## src/shared/ebi_pkg.sv

```systemverilog
package ebi_pkg;

    // one clk is half a system clock; the bus cycle phases step on it
    localparam int CLK_PERIOD_NS      = 100;
    localparam int SYS_CLOCK_NS       = 200;
    localparam int HALF_CLOCK_NS      = SYS_CLOCK_NS / 2;
    localparam int HALF_CLOCK_CYCLES  =
        (HALF_CLOCK_NS + CLK_PERIOD_NS - 1) / CLK_PERIOD_NS;
    localparam int FULL_CLOCK_CYCLES  =
        (SYS_CLOCK_NS + CLK_PERIOD_NS - 1) / CLK_PERIOD_NS;
    localparam logic [3:0] HALF_RELOAD = 4'(HALF_CLOCK_CYCLES - 1);
    localparam logic [3:0] WDATA_RELOAD =
        4'(FULL_CLOCK_CYCLES - HALF_CLOCK_CYCLES - 1);

    // byte count codes
    localparam logic [1:0] COUNT_ONE   = 2'h1;
    localparam logic [1:0] COUNT_TWO   = 2'h2;
    localparam logic [1:0] COUNT_THREE = 2'h3;
    localparam logic [1:0] COUNT_FOUR  = 2'h0;

    // space codes
    localparam logic [2:0] SPACE_RESERVED = 3'h4;
    localparam logic [2:0] SPACE_DATA     = 3'h5;
    localparam logic [2:0] SPACE_PROGRAM  = 3'h6;
    localparam logic [2:0] SPACE_CONTROL  = 3'h7;

    // size acknowledge pin levels, high line first
    localparam logic [1:0] ACK_WAIT     = 2'h3;
    localparam logic [1:0] ACK_PORT8    = 2'h2;
    localparam logic [1:0] ACK_PORT16   = 2'h1;
    localparam logic [1:0] ACK_RESERVED = 2'h0;

    localparam logic [23:0] ADDR_RESET  = 24'h000000;
    localparam logic [2:0]  SPACE_RESET = SPACE_DATA;

    typedef enum logic [2:0] {
        S_IDLE,
        S_START,
        S_STROBE,
        S_WDATA,
        S_WSTROBE,
        S_WAIT
    } state_e;

    // bytes moved by one cycle
    function automatic logic [2:0] bytes_moved(
        input logic       port16,
        input logic       addr0,
        input logic [2:0] remain
    );
        bytes_moved = (port16 && !addr0 && remain >= 3'h2) ? 3'h2 : 3'h1;
    endfunction

    // code 00 stands for four bytes
    function automatic logic [2:0] count_of(input logic [1:0] code);
        count_of = (code == COUNT_FOUR) ? 3'h4 : {1'b0, code};
    endfunction

endpackage

```

## src/design/lane_mux.sv

```systemverilog
`timescale 1ns/1ns
module lane_mux
(
    input  wire logic [15:0] oper_top,
    input  wire logic        addr0,
    input  wire logic [2:0]  remain,
    input  wire logic        port16,
    input  wire logic [15:0] bus_in,
    output logic      [15:0] bus_out,
    output logic      [7:0]  rd_byte
);

    ////////////////////////////////////////////////////////////////////////
    // an aligned pair goes out as is; a lone byte is copied to both
    // lanes so a 16-bit port at an odd address sees it on the low lane
    always_comb
    begin
        if (!addr0 && remain >= 3'h2)
            bus_out = oper_top;
        else
            bus_out = {oper_top[15:8], oper_top[15:8]};
    end

    // odd bytes of a 16-bit port arrive on the low lane only
    always_comb
    begin
        if (port16 && addr0)
            rd_byte = bus_in[7:0];
        else
            rd_byte = bus_in[15:8];
    end

endmodule

```

## src/design/term_decoder.sv

```systemverilog
`timescale 1ns/1ns
module term_decoder
(
    input  wire logic port_ack_high_n,
    input  wire logic port_ack_low_n,
    input  wire logic bus_error_n,
    input  wire logic halt_n,
    input  wire logic autovector_n,
    input  wire logic iack_cycle,
    output logic      term_valid,
    output logic      term_port16,
    output logic      term_error,
    output logic      term_autovector_input
);

    logic [1:0] ack;

    assign ack = {port_ack_high_n, port_ack_low_n};

    ////////////////////////////////////////////////////////////////////////
    // halt does not soften a bus error: both low still means exception
    always_comb
    begin
        term_error  = !bus_error_n;
        term_autovector_input   = !term_error && iack_cycle && !autovector_n;
        term_port16 = (ack == ebi_pkg::ACK_PORT16);
        term_valid  = term_error || term_autovector_input
                      || ack == ebi_pkg::ACK_PORT8
                      || ack == ebi_pkg::ACK_PORT16;
        if (!halt_n && !term_error)
            term_valid = term_valid;
    end

endmodule

```

## src/design/ebi_master.sv

```systemverilog
`timescale 1ns/1ns
module ebi_master
(
    input  wire logic        clk,
    input  wire logic        reset,
    input  wire logic        req_valid,
    input  wire logic        req_write,
    input  wire logic        req_iack,
    input  wire logic [19:0] req_addr,
    input  wire logic [1:0]  req_count,
    input  wire logic [1:0]  req_space,
    input  wire logic [31:0] req_wdata,
    output logic             req_ready,
    output logic             done,
    output logic [31:0]      rd_data,
    output logic             bus_error_seen,
    output logic             autovector_seen,
    output logic [23:0]      addr,
    output logic             byte_count_code_high,
    output logic             byte_count_code_low,
    output logic [2:0]       space_code,
    output logic             read_write,
    output logic             location_strobe_n,
    output logic             payload_strobe_n,
    input  wire logic [15:0] data_in,
    output logic [15:0]      data_out,
    output logic             data_oe,
    input  wire logic        port_ack_high_n,
    input  wire logic        port_ack_low_n,
    input  wire logic        bus_error_n,
    input  wire logic        halt_n,
    input  wire logic        autovector_n
);

    ebi_pkg::state_e state_q;
    ebi_pkg::state_e state_d;
    logic [3:0]  tick_q;
    logic [2:0]  rem_q;
    logic [19:0] addr_q;
    logic [31:0] oper_q;
    logic [31:0] acc_q;
    logic        write_q;
    logic        iack_q;
    logic        step;
    logic        term_valid;
    logic        term_port16;
    logic        term_error;
    logic        term_autovector_input;
    logic        term_take;
    logic        finish;
    logic [2:0]  moved;
    logic [2:0]  rem_after;
    logic [19:0] nxt_addr;
    logic [2:0]  nxt_rem;
    logic [15:0] placed;
    logic [7:0]  rd_byte;

    ////////////////////////////////////////////////////////////////////////
    // acks are only looked at once both strobes are down
    term_decoder u_term
    (
        .port_ack_high_n (port_ack_high_n),
        .port_ack_low_n  (port_ack_low_n),
        .bus_error_n     (bus_error_n),
        .halt_n          (halt_n),
        .autovector_n    (autovector_n),
        .iack_cycle      (iack_q && space_code == ebi_pkg::SPACE_CONTROL),
        .term_valid      (term_valid),
        .term_port16     (term_port16),
        .term_error      (term_error),
        .term_autovector_input       (term_autovector_input)
    );

    lane_mux u_lanes
    (
        .oper_top (oper_q[31:16]),
        .addr0    (addr_q[0]),
        .remain   (rem_q),
        .port16   (term_port16),
        .bus_in   (data_in),
        .bus_out  (placed),
        .rd_byte  (rd_byte)
    );

    assign step      = (tick_q == 4'h0);
    assign term_take = (state_q == ebi_pkg::S_WAIT) && term_valid;
    assign moved     = ebi_pkg::bytes_moved(term_port16, addr_q[0], rem_q);
    assign rem_after = rem_q - moved;
    assign finish    = term_take
                       && (term_error || term_autovector_input || rem_after == 3'h0);

    // values for the next cycle of the operand, or for a fresh one
    always_comb
    begin
        if (state_q == ebi_pkg::S_IDLE)
        begin
            nxt_addr = req_addr;
            nxt_rem  = ebi_pkg::count_of(req_count);
        end
        else
        begin
            nxt_addr = addr_q + {17'h0, moved};
            nxt_rem  = rem_after;
        end
    end

    ////////////////////////////////////////////////////////////////////////
    // sequencing
    always_comb
    begin
        state_d = state_q;
        case (state_q)
            ebi_pkg::S_IDLE:
                if (req_valid)
                    state_d = ebi_pkg::S_START;
            ebi_pkg::S_START:
                if (step)
                    state_d = ebi_pkg::S_STROBE;
            ebi_pkg::S_STROBE:
                if (step)
                    state_d = write_q ? ebi_pkg::S_WDATA
                                      : ebi_pkg::S_WAIT;
            ebi_pkg::S_WDATA:
                if (step)
                    state_d = ebi_pkg::S_WSTROBE;
            ebi_pkg::S_WSTROBE:
                state_d = ebi_pkg::S_WAIT;
            ebi_pkg::S_WAIT:
                if (finish)
                    state_d = ebi_pkg::S_IDLE;
                else if (term_take)
                    state_d = ebi_pkg::S_START;
            default:
                state_d = ebi_pkg::S_IDLE;
        endcase
    end

    always_ff @(posedge clk or posedge reset)
    begin
        if (reset)
            state_q <= ebi_pkg::S_IDLE;
        else
            state_q <= state_d;
    end

    // dwell timer: each phase lasts half a system clock
    always_ff @(posedge clk or posedge reset)
    begin
        if (reset)
            tick_q <= 4'h0;
        else if (state_d != state_q)
            tick_q <= (state_d == ebi_pkg::S_WDATA) ? ebi_pkg::WDATA_RELOAD
                                                     : ebi_pkg::HALF_RELOAD;
        else if (tick_q != 4'h0)
            tick_q <= tick_q - 4'h1;
    end

    ////////////////////////////////////////////////////////////////////////
    // operand bookkeeping; byte zero is kept in the top byte
    always_ff @(posedge clk or posedge reset)
    begin
        if (reset)
        begin
            addr_q  <= 20'h00000;
            rem_q   <= 3'h0;
            oper_q  <= 32'h00000000;
            write_q <= 1'b0;
            iack_q  <= 1'b0;
        end
        else if (state_q == ebi_pkg::S_IDLE && req_valid)
        begin
            addr_q  <= nxt_addr;
            rem_q   <= nxt_rem;
            write_q <= req_write;
            iack_q  <= req_iack;
            case (nxt_rem)
                3'h1:    oper_q <= {req_wdata[7:0], 24'h000000};
                3'h2:    oper_q <= {req_wdata[15:0], 16'h0000};
                3'h3:    oper_q <= {req_wdata[23:0], 8'h00};
                default: oper_q <= req_wdata;
            endcase
        end
        else if (term_take && !finish)
        begin
            addr_q <= nxt_addr;
            rem_q  <= nxt_rem;
            if (moved == 3'h2)
                oper_q <= {oper_q[15:0], 16'h0000};
            else
                oper_q <= {oper_q[23:0], 8'h00};
        end
    end

    // read accumulation: later bytes shift in below earlier ones
    always_ff @(posedge clk or posedge reset)
    begin
        if (reset)
            acc_q <= 32'h00000000;
        else if (state_q == ebi_pkg::S_IDLE && req_valid)
            acc_q <= 32'h00000000;
        else if (term_take && !write_q && !term_error && !term_autovector_input)
        begin
            if (moved == 3'h2)
                acc_q <= {acc_q[15:0], data_in};
            else
                acc_q <= {acc_q[23:0], rd_byte};
        end
    end

    ////////////////////////////////////////////////////////////////////////
    // address, count, space and direction change only on a cycle start
    always_ff @(posedge clk or posedge reset)
    begin
        if (reset)
        begin
            addr                 <= ebi_pkg::ADDR_RESET;
            byte_count_code_high <= 1'b0;
            byte_count_code_low  <= 1'b0;
            space_code           <= ebi_pkg::SPACE_RESET;
            read_write           <= 1'b1;
        end
        else if (state_d == ebi_pkg::S_START)
        begin
            addr <= {{4{nxt_addr[19]}}, nxt_addr};
            {byte_count_code_high, byte_count_code_low} <= nxt_rem[1:0];
            if (state_q == ebi_pkg::S_IDLE)
            begin
                space_code <= {1'b1, req_space};
                read_write <= !req_write;
            end
        end
    end

    // strobes: reads drop both together, writes a full clock apart
    always_ff @(posedge clk or posedge reset)
    begin
        if (reset)
        begin
            location_strobe_n <= 1'b1;
            payload_strobe_n  <= 1'b1;
        end
        else
        begin
            location_strobe_n <= !(state_d == ebi_pkg::S_STROBE
                                   || state_d == ebi_pkg::S_WDATA
                                   || state_d == ebi_pkg::S_WSTROBE
                                   || state_d == ebi_pkg::S_WAIT);
            payload_strobe_n  <= !((state_d == ebi_pkg::S_STROBE
                                    && !write_q)
                                   || state_d == ebi_pkg::S_WSTROBE
                                   || state_d == ebi_pkg::S_WAIT);
        end
    end

    // write data; all lanes driven so an unused lane never floats
    always_ff @(posedge clk or posedge reset)
    begin
        if (reset)
        begin
            data_out <= 16'h0000;
            data_oe  <= 1'b0;
        end
        else
        begin
            data_oe <= write_q && (state_d == ebi_pkg::S_WDATA
                                   || state_d == ebi_pkg::S_WSTROBE
                                   || state_d == ebi_pkg::S_WAIT);
            if (state_d == ebi_pkg::S_WDATA)
                data_out <= placed;
        end
    end

    ////////////////////////////////////////////////////////////////////////
    // results to the requester
    always_ff @(posedge clk or posedge reset)
    begin
        if (reset)
        begin
            req_ready       <= 1'b1;
            done            <= 1'b0;
            rd_data         <= 32'h00000000;
            bus_error_seen  <= 1'b0;
            autovector_seen <= 1'b0;
        end
        else
        begin
            req_ready <= (state_d == ebi_pkg::S_IDLE);
            done      <= finish;
            if (finish)
            begin
                bus_error_seen  <= term_error;
                autovector_seen <= term_autovector_input;
                if (!write_q && !term_error && !term_autovector_input)
                begin
                    if (moved == 3'h2)
                        rd_data <= {acc_q[15:0], data_in};
                    else
                        rd_data <= {acc_q[23:0], rd_byte};
                end
            end
        end
    end
endmodule

```

## config.mk

```make
export PLATFORM = sky130hd
export DESIGN_NAME = ebi_master
export DESIGN_NICKNAME = d
export VERILOG_FILES = /design/src/shared/ebi_pkg.sv /design/src/design/lane_mux.sv /design/src/design/term_decoder.sv /design/src/design/ebi_master.sv
export SDC_FILE = /design/constraint.sdc
export NUM_CORES = 1
export LEC_CHECK = 0
export CAP_MARGIN = 20
export CORE_MARGIN = 2
export CORE_UTILIZATION = 35
export CTS_CLUSTER_SIZE = 28
export DETAILED_ROUTE_END_ITERATION = 10
export DONT_BUFFER_PORTS = 1
export HOLD_SLACK_MARGIN = 0.15
export SYNTH_ARGS = -nofsm -noshare
export SYNTH_HDL_FRONTEND = slang
export SYNTH_SLANG_ARGS = --single-unit
export TNS_END_PERCENT = 10
```

## constraint.sdc

```tcl
create_clock -name clk -period 12.75 [get_ports clk]
set_clock_uncertainty 0.15 [all_clocks]
set_input_delay 2.55 -clock clk [delete_from_list [all_inputs] [get_ports clk]]
set_output_delay 2.55 -clock clk [all_outputs]
set_load 0.05 [all_outputs]
```

# Word level (Yosys, flattened, before mapping)
# Index checks and enable logic that the tools add are counted.
# totals
input_bits	82
out_inout_bits	85
reg_bits	168
word_cells	120
# classes
n_reduce_logical	49
mux	27
n_addsub	3
n_eq_ne	18
n_lt_le_gt_ge	1
# op_table
cell	n
$mux W32	4
$pmux W32 S3	1
$mux W20	3
$mux W24	2
$mux W3	11
$add A20 B2 Y20	1
$eq A3 B2 Y1 const B	6
$logic_and A1 B1 Y1	18
$pmux W3 S6	1
$mux W8	2
$eq A3 B3 Y1 const B	4
$logic_or A1 B1 Y1	11
$eq A3 B1 Y1 const B	3
$logic_not A1 Y1	9
$logic_not A3 Y1	3
$mux W4	2
$eq A2 B2 Y1 const B	3
$reduce_bool A2 Y1	3
$logic_not A4 Y1	1
$reduce_and A2 Y1	2
$reduce_bool A4 Y1	1
$sub A4 B1 Y4 const B	1
$ge A3 B2 Y1 const B	1
$ne A3 B3 Y1	1
4 further kinds	4

# Longest topological paths before layout
# Gate-level depths: netlist of the first run.
# depth
ltp_word	16
mapped_depth	14
ltp_nobuf	11

# Cells and area by module
# A second synthesis of the first run with hierarchy kept.
# hier_totals
cells_unflattened	880
hier_area_um2	8821.0
# by_module_without_submodules
module	instances	seq_area_each_um2	cells_per_inst	area_each_um2
ebi_master	1	4210.3	848	8519.4
lane_mux	1	0.0	26	265.3
term_decoder	1	0.0	6	36.3

# Worst setup path after synthesis of the first run
# OpenSTA, ideal clock, no wires.
# synth_timing
path_kind	input-to-reg
from	input port_ack_high_n
to	register data_out[10]
path_stages	13
setup_ps	125
arrival_ps	5940
required_time_ps	12475
path_buffers	3
setup_slack_ps	6535
cell_sequence	nand2b_1 > nor2_1 > buf_2 > buf_2 > inv_1 > ha_1 > fa_1 > xor2_1 > or3_4 > a211oi_4 > nand2b_1 > buf_4 > mux2_4
# synth_via
elab_chain_cells	11
word_cells_on_any_way	16
cone_classes	1 x add/sub; 3 x eq/ne; 4 x mux; 8 x reduce/logical
# synth_lines
element	line	source
start, declared	ebi_master.sv:28	input wire logic port_ack_high_n,
$eq A2 B1 Y1	term_decoder.sv:26, term_decoder.sv:29	
$logic_and A1 B1 Y1 (2 in a row)	ebi_pkg.sv:51	bytes_moved = (port16 && !addr0 && remain >= 3'h2) ? 3'h2 : 3'h1;
$mux W2	ebi_pkg.sv:51	
$sub A3 B2 Y3	ebi_master.sv:88	assign rem_after = rem_q - moved;
$logic_not A3 Y1	ebi_master.sv:90	&& (term_error || term_autovector_input || rem_after == 3'h0);
$logic_or A1 B1 Y1	ebi_master.sv:90	
$logic_and A1 B1 Y1	ebi_master.sv:90	
$mux W3 (*)	ebi_master.sv:129	if (finish)
$pmux W3 S6 (*)	ebi_master.sv:112	case (state_q)
$eq A3 B2 Y1 (*)	ebi_master.sv:268	if (state_d == ebi_pkg::S_WDATA)
end signal, assigned	ebi_master.sv:269	data_out <= placed;
end, declared	ebi_master.sv:26	output logic [15:0] data_out,
# Every way passes the cells marked *; elsewhere a longest branch is shown, timed or not.
# A chain may end at the register's enable or synchronous reset.

# Final worst setup path of the first run
# layout_timing
from	input port_ack_high_n
to	register data_out[8]
# Same word-level chain as after synthesis.

==> flow_metrics.tcl, run 1 <==
set metrics [dict create \
    totalWireLength_um 22600 \
    synth-adder-area-share_pct 1.03 \
    grt_start_max_net_pins 65 \
    fmax_mhz 163 \
    drcViolationCount 0 \
    yosysSeqAreaShare_pct 48.4 \
    synth_top_family_by_area "compound AO/OA/AOI/OAI gates" \
    htreeDepth 4 \
    synth_compound_area_share_pct 17.6 \
    worstMarginPinSlew_ps 1120 \
    gr-max-usage-layer "met2" \
    rows 57 \
    ys.warnings.count 0 \
    crit_top_cell "nand2b_1" \
    yosysTopAreaCell "dfrtp_1" \
    area.growth.synth_to_final_pct 10.4 \
    min_to "iack_q$_DFFE_PP0P_" \
    wl_per_cell_um 19.8 \
    core_um2 24400 \
    hpwlAfterDp_um 15200 \
    p_leak_uw 0.00398 \
    power.density_nw_per_um2 311 \
    cts_setup_buffers 0 \
    r2r-start "rem_q[2]$_DFFE_PP0P_" \
    synth_area_per_cell_um2 10.5 \
    cts_sinks 168 \
    yosysUniqueCellTypes 64 \
    synth_top_area_share_pct 46.8 \
    grt_pass1_vias 6268 \
    finalSetupViolations 0 \
    synthTopCellsByArea "dfrtp_1 47%, mux2_2 6.6%, mux2i_1 5.6%" \
    grt_pass1_wl_um 35900 \
    ys_ff_latch 168 \
    synth_edf_count 0 \
    yosysMostFrequentCell "dfrtp_1" \
    synth-xor-area-share_pct 1.81 \
    yosys-top-cells-count "163 x dfrtp_1, 102 x nor2_1, 57 x a21oi_1" \
    grt_overflow_total 0 \
    synth_cells 831 \
    via_count 6326 \
    firstDrtPassIters 5 \
    critical_path_required_ps 12910 \
    cts-resized-gates 0 \
    irDropWorstVdd_uv 105 \
    die_x_um 162 \
    slew_headroom_pct 25.1 \
    antenna_found_initial 0 \
    rsz0062_at_grt "no" \
    cp.arrival_ps 6310 \
    finalHoldViolCount 0 \
    r2r_cells 9 \
    holdWs_ps 332 \
    clkLatencyLatePin_ps 430 \
    final_max_slew_viol_count 0 \
    syn_area_um2 8710 \
    hold_path.class "reg -> reg" \
    die_h_um 162 \
    port_buffers 0 \
    cts_hold_buf 0 \
    grt_usage_pct 17.7 \
    fin_crit_sh_pct 48.2 \
    gp_congestion 0.789 \
    cts_tree "yes" \
    r2r_end "data_out[8]$_DFFE_PP0N_" \
    io_pins 167 \
    antenna_cells 0 \
    ff2ff_setup_slack_ps 8210 \
    async_reset_ff_share_pct 100 \
    use_met1_pct 23.6 \
    min_from "iack_q$_DFFE_PP0P_" \
    post-route-min-period_ps 6150 \
    start_util_pct 35.7 \
    ys.flop_type "dfrtp_1" \
    use_met3_pct 6.28 \
    holdPathStages 2 \
    clockBufferDepth 2 \
    met2_usage_pct 27.4 \
    root_buffer "clkbuf_16" \
    drtIter0Drc 344 \
    maxCapViolations 0 \
    run_status "finished, final reports clean" \
    fin_nets 894 \
    synth_simple_gate_area_share_pct 11.8 \
    crit_chain "nand2b_1, nor2_4, buf_4, fa_1, nand2_1, or3_4, a211oi_4, nand2b_1, mux2_4" \
    dieArea_um2 26200 \
    synth_nets 919 \
    drtAntennaViolNets 0 \
    cp_max_fo 43 \
    path_clk_slew_ps 60 \
    synth.mux.area_fraction_pct 15.3 \
    crit_type "in -> reg" \
    tns_ps 0 \
    drive_gt1_share_pct 20.5 \
    cp-end-kind "flip-flop" \
    viasPerCell 5.53 \
    cp-start-kind "input port" \
    crit_slowest_cell "fa_1" \
    cts_buffers 17 \
    fillers 2415 \
    cp_slowest_stage_delay_ps 650 \
]
==> per-layer routing <==
layer  part of all wire (%)  vias to the layer above
li1                       -                     2976
met1                     44                     3176
met2                     46                      159
met3                    7.9                       15
met4                    1.2                        0
met5                      0                        -
==> registers in the layout (all words and copies together), names as in the netlist, 2 cells and up <==
name / flops
addr_q: 20
rd_data: 32
addr: 20
oper_q: 32
rem_q: 3
data_out: 16
acc_q: 24
state_q: 3
space_code: 2
tick_q: 4
==> worst max-delay path by stage <==
stage                    start                      end  cells after the start
2_1_floorplan            reset     acc_q[0]$_DFFE_PP0P_                      1
3_3_place_gp   port_ack_high_n  data_out[8]$_DFFE_PP0N_                      9
3_5_place_dp   port_ack_high_n  data_out[8]$_DFFE_PP0N_                      9
4_1_cts        port_ack_high_n  data_out[8]$_DFFE_PP0N_                      9
5_1_grt        port_ack_high_n  data_out[8]$_DFFE_PP0N_                      9
6_report       port_ack_high_n  data_out[8]$_DFFE_PP0N_                      9
==> where the power goes <==
group	internal, uW	leakage (uW)	switching [uW]
sequential	754	0.00212	608
combinational	488	0.00157	599
clock	310	0.000291	227
==> layout by cell type, fill, tap and decap left out, types with 4 or more instances in the layout <==
cell type | synthesis | layout
buf_4 | 6 | 16
a22o_1 | 8 | 8
nor3_1 | 10 | 10
o31ai_1 | 5 | 5
o21ai_0 | 46 | 46
a31oi_1 | 10 | 9
nor2b_1 | 9 | 9
nand2b_1 | 6 | 6
nand4_1 | 6 | 6
inv_1 | 20 | 19
clkbuf_16 | 0 | 17
dfrtp_1 | 163 | 162
a221oi_1 | 16 | 16
nand3_1 | 12 | 12
o22a_1 | 5 | 5
a31o_2 | 25 | 25
a21oi_1 | 57 | 57
mux2_4 | 18 | 18
o22ai_1 | 20 | 20
ha_1 | 4 | 4
a2111oi_0 | 8 | 8
nor2_1 | 102 | 101
xnor2_1 | 14 | 14
mux2_2 | 51 | 51
nor4_1 | 6 | 6
o211a_1 | 8 | 8
mux2i_1 | 49 | 49
dfstp_2 | 5 | 5
nand2_1 | 35 | 35
inv_6 | 0 | 4
xor2_1 | 4 | 4
==> stage by stage <==
stage / worst slack [ps] / total power (uW) / instance area (um^2) / std cells / util [%]
finish: 6600 / 2990 / 9610 / 1143 / 39.4
global route: 6430 / 3180 / 9610 / 1143 / 39.4
CTS: 6580 / 3010 / 9610 / 1142 / 39.4
detailed placement: 6140 / 2460 / 9000 / 1110 / 36.9
global placement: 6150 / 2440 / 9000 / 1110 / 36.9
floorplan: 5510 / 2200 / 8710 / 831 / -
==> kinds of logic (layout without fill, tap and decap cells) <==
group	count (synthesis)	in the layout
AND/OR/NAND/NOR	214	214
XOR/XNOR	18	18
adder cells (fa/ha/maj)	6	6
flip-flops	168	168
multiplexers	118	118
buffers and inverters	80	68
AO/OA/AOI/OAI	226	226
other	1	1
==> worst max-delay path: cells and delay by family <==
kind | cells | cell delay, ps
AOI/OAI and AO/OA | 1 | 490
and+or+nand+nor | 5 | 1660
muxes | 1 | 360
buffers and inverters | 1 | 580
adders and majority gates | 1 | 650
==> area by class of cell <==
type | instances | area, um^2 | area share, %
sequential | 168 | 4210 | 43.8
multi-input combinational | 583 | 4190 | 43.6
clock buffer | 18 | 429 | 4.46
tap | 324 | 405 | 4.22
clock inverter | 14 | 173 | 1.80
timing repair buffer | 16 | 120 | 1.25
inverter | 20 | 80.1 | 0.833
Power figures use the tool's default switching activity.
==> run 2, diff against run 1 <==
--- a/config.mk
+++ b/config.mk
@@ -5,6 +5,7 @@
 export SDC_FILE = /design/constraint.sdc
 export NUM_CORES = 1
 export LEC_CHECK = 0
+export ABC_AREA = 1
 export CAP_MARGIN = 20
 export CORE_MARGIN = 2
 export CORE_UTILIZATION = 35
==> constraint.sdc (replaced) <==
create_clock -name clk -period 5.7 [get_ports clk]
set_clock_uncertainty 0.15 [all_clocks]
set_input_delay 1.14 -clock clk [delete_from_list [all_inputs] [get_ports clk]]
set_output_delay 1.14 -clock clk [all_outputs]
set_load 0.05 [all_outputs]
==> run 2 against run 1 <==
Compared with the run above:
- power up 120%
- sequential share of layout area down 0.84 points
- hold slack better by 27 ps
- combinational power up 130%
- via count up 21%
- clock power up 120%
- register-to-register slack worse by 6300 ps
- critical path type unchanged
- largest cell class unchanged
- largest power group unchanged
==> flow_metrics.tcl, run 2 <==
set metrics [dict create \
    run_status "finished, final reports clean" \
    crit_type "in -> reg" \
    core_um2 25300 \
    cts_hold_buf 0 \
    maxCapViolations 0 \
    synth-adder-area-share_pct 0.991 \
    clockBufferDepth 2 \
    path_clk_slew_ps 60 \
    drtIter0Drc 597 \
    async_reset_ff_share_pct 100 \
    ys.flop_type "dfrtp_1" \
    cp-start-kind "input port" \
    grt_pass1_wl_um 39700 \
    crit_family "simple AND/OR/NAND/NOR gates" \
    synth-xor-area-share_pct 0.482 \
    hpwlAfterDp_um 17400 \
    die_x_um 165 \
    io_pins 167 \
    crit_top_cell "nand2_1" \
    grt_usage_pct 18.7 \
    totalWireLength_um 24800 \
    synthTopCellsByArea "dfrtp_1 45%, nand2_1 17%, o21ai_0 8.8%" \
    root_buffer "clkbuf_16" \
    cp_num_buf_inv 3 \
    fin_crit_sh_pct 68.9 \
    fin_util_pct 38.7 \
    cts_tree "yes" \
    yosysUniqueCellTypes 41 \
    cts-resized-gates 0 \
    synth_nets 1295 \
    p_leak_uw 0.00466 \
    area.growth.synth_to_final_pct 7.79 \
    ys.warnings.count 0 \
    wl_per_cell_um 16.4 \
    post-route-min-period_ps 3930 \
    firstDrtPassIters 5 \
    ys_ff_latch 168 \
    tns_ps 0 \
    min_to "acc_q[23]$_DFFE_PP0P_" \
    final_max_slew_viol_count 0 \
    holdWs_ps 358 \
    cp.arrival_ps 4140 \
    cts_sinks 168 \
    drcViolationCount 0 \
    port_buffers 0 \
    grt_start_max_net_pins 169 \
    synth_simple_gate_area_share_pct 29.2 \
    die_h_um 165 \
    fin_nets 1260 \
    rows 58 \
    dieArea_um2 27300 \
    r2r_cells 14 \
    start_util_pct 35.9 \
    finalHoldViolCount 0 \
    preCtsSetupSlack_ps 1310 \
    slew_headroom_pct 35.8 \
    cp_slowest_stage_delay_ps 500 \
    syn_area_um2 9090 \
    irDropWorstVdd_uv 265 \
    synth_top_area_share_pct 44.9 \
    synth_cells 1207 \
    grt_pass1_vias 7153 \
    top_regs "oper_q: 32 flops, rd_data: 32 flops, acc_q: 24 flops" \
    cp_max_fo 36 \
    ff2ff_setup_slack_ps 1910 \
    gp_congestion 0.863 \
    critical_path_required_ps 5910 \
    power.density_nw_per_um2 668 \
    yosysSeqAreaShare_pct 46.3 \
    antenna_found_initial 0 \
    synth_edf_count 0 \
    synth.mux.area_fraction_pct 0 \
    yosys-top-cells-count "402 x nand2_1, 163 x dfrtp_1, 159 x o21ai_0" \
    cp-end-kind "flip-flop" \
    rsz0062_at_grt "no" \
    crit_slowest_cell "fa_1" \
    setup_ws_ps 1770 \
    finalSetupViolations 0 \
    crit_chain "inv_1, nor2_1, nand2_1, nor2_2, buf_4, fa_1, nand2_1, nand3b_1, o211ai_1, nand2_2, nand2_2, inv_2, nand3_1, nand2_1" \
    htreeDepth 4 \
    holdPathStages 2 \
    min_from "acc_q[23]$_DFFE_PP0P_" \
    r2r_end "addr[16]$_DFFE_PP0N_" \
    grt_overflow_total 0 \
    mostFrequentLayoutCells "402 x nand2_1, 162 x dfrtp_1, 159 x o21ai_0" \
    antenna_cells 0 \
    worstMarginPinSlew_ps 962 \
    clkLatencyLatePin_ps 430 \
    cts_buffers 17 \
    power_uw 6550 \
    viasPerCell 5.03 \
    yosysTopAreaCell "dfrtp_1" \
    yosysMostFrequentCell "nand2_1" \
    r2r-start "rem_q[2]$_DFFE_PP0P_" \
    synth_compound_area_share_pct 14.2 \
    synth_area_per_cell_um2 7.53 \
    hold_path.class "reg -> reg" \
    synth_top_family_by_area "simple AND/OR/NAND/NOR gates" \
    cts_setup_buffers 0 \
    drtAntennaViolNets 0 \
    mostFrequentLayoutCell "nand2_1" \
    fmax_mhz 255 \
    drive_gt1_share_pct 7.09 \
    via_count 7626 \
]
run 2: cell count changes after synthesis, sizes merged, moves of 49 or more:
cell	before	now
nand3	12	105
o21ai	47	162
mux2	69	0
mux2i	49	0
nand2	35	417
inv	20	108
run 2: cells by family (layout without fill, tap and decap cells):
kind of cell,after synthesis,count (layout)
compound gates,233,233
flops,168,168
simple gates,623,623
other cells,1,1
buf+inv,171,149
xor+xnor,5,5
fa+ha+maj,6,6
run 2: metal layers:
| metal | wire (um) | global-route usage (%) |
|---|---|---|
| met2 | 10300 | 26.3 |
| met4 | 278 | 4.82 |
| met3 | 2120 | 5.89 |
| met1 | 12100 | 27.7 |
| met5 | 0 | 0 |
run 2: report_power, final:
part	internal (uW)	switching, uW
Sequential	1660	1180
Combinational	733	1810
Clock	657	509
run 2: final cells by class:
class	count	area (um^2)
fillers	2617	15500
flip-flops and latches	168	4210
multi-input cells	868	4090
clock buffers	21	480
inverters	110	417
well taps	330	413
clock inverters	11	115
repair buffers	7	77.6
run 2: worst max path at each step:
stage	endpoint	depth (start not counted)	from	slack [ps]
after floorplan	rem_q[1]$_DFFE_PP0P_	15	port_ack_low_n	2030
after global routing	addr[14]$_DFFE_PP0N_	14	port_ack_low_n	1420
final	addr[17]$_DFFE_PP0N_	14	port_ack_low_n	1770
after CTS	addr[17]$_DFFE_PP0N_	14	port_ack_low_n	1740
after detailed placement	addr[17]$_DFFE_PP0N_	14	port_ack_low_n	1310
after global placement	addr[17]$_DFFE_PP0N_	14	port_ack_low_n	1320
run 2: worst reg2reg max path: stages, from the launching register on:
cell	delay (ps)
dfrtp_1	400
nor2_1	230
nor2_2	170
nand2_1	120
buf_4	470
ha_1	340
inv_1	100
fa_1	500
nor2_1	340
nand2_1	130
nor2_1	160
xnor2_1	80
o21ai_0	340
nand2_1	110
nand2_1	80
run 2: through the flow:
step / cells / cell area (um^2)
floorplan: 1207 / 9100
global placement: 1483 / 9210
detailed placement: 1483 / 9210
CTS: 1515 / 9800
global route: 1515 / 9800
finish: 1515 / 9800
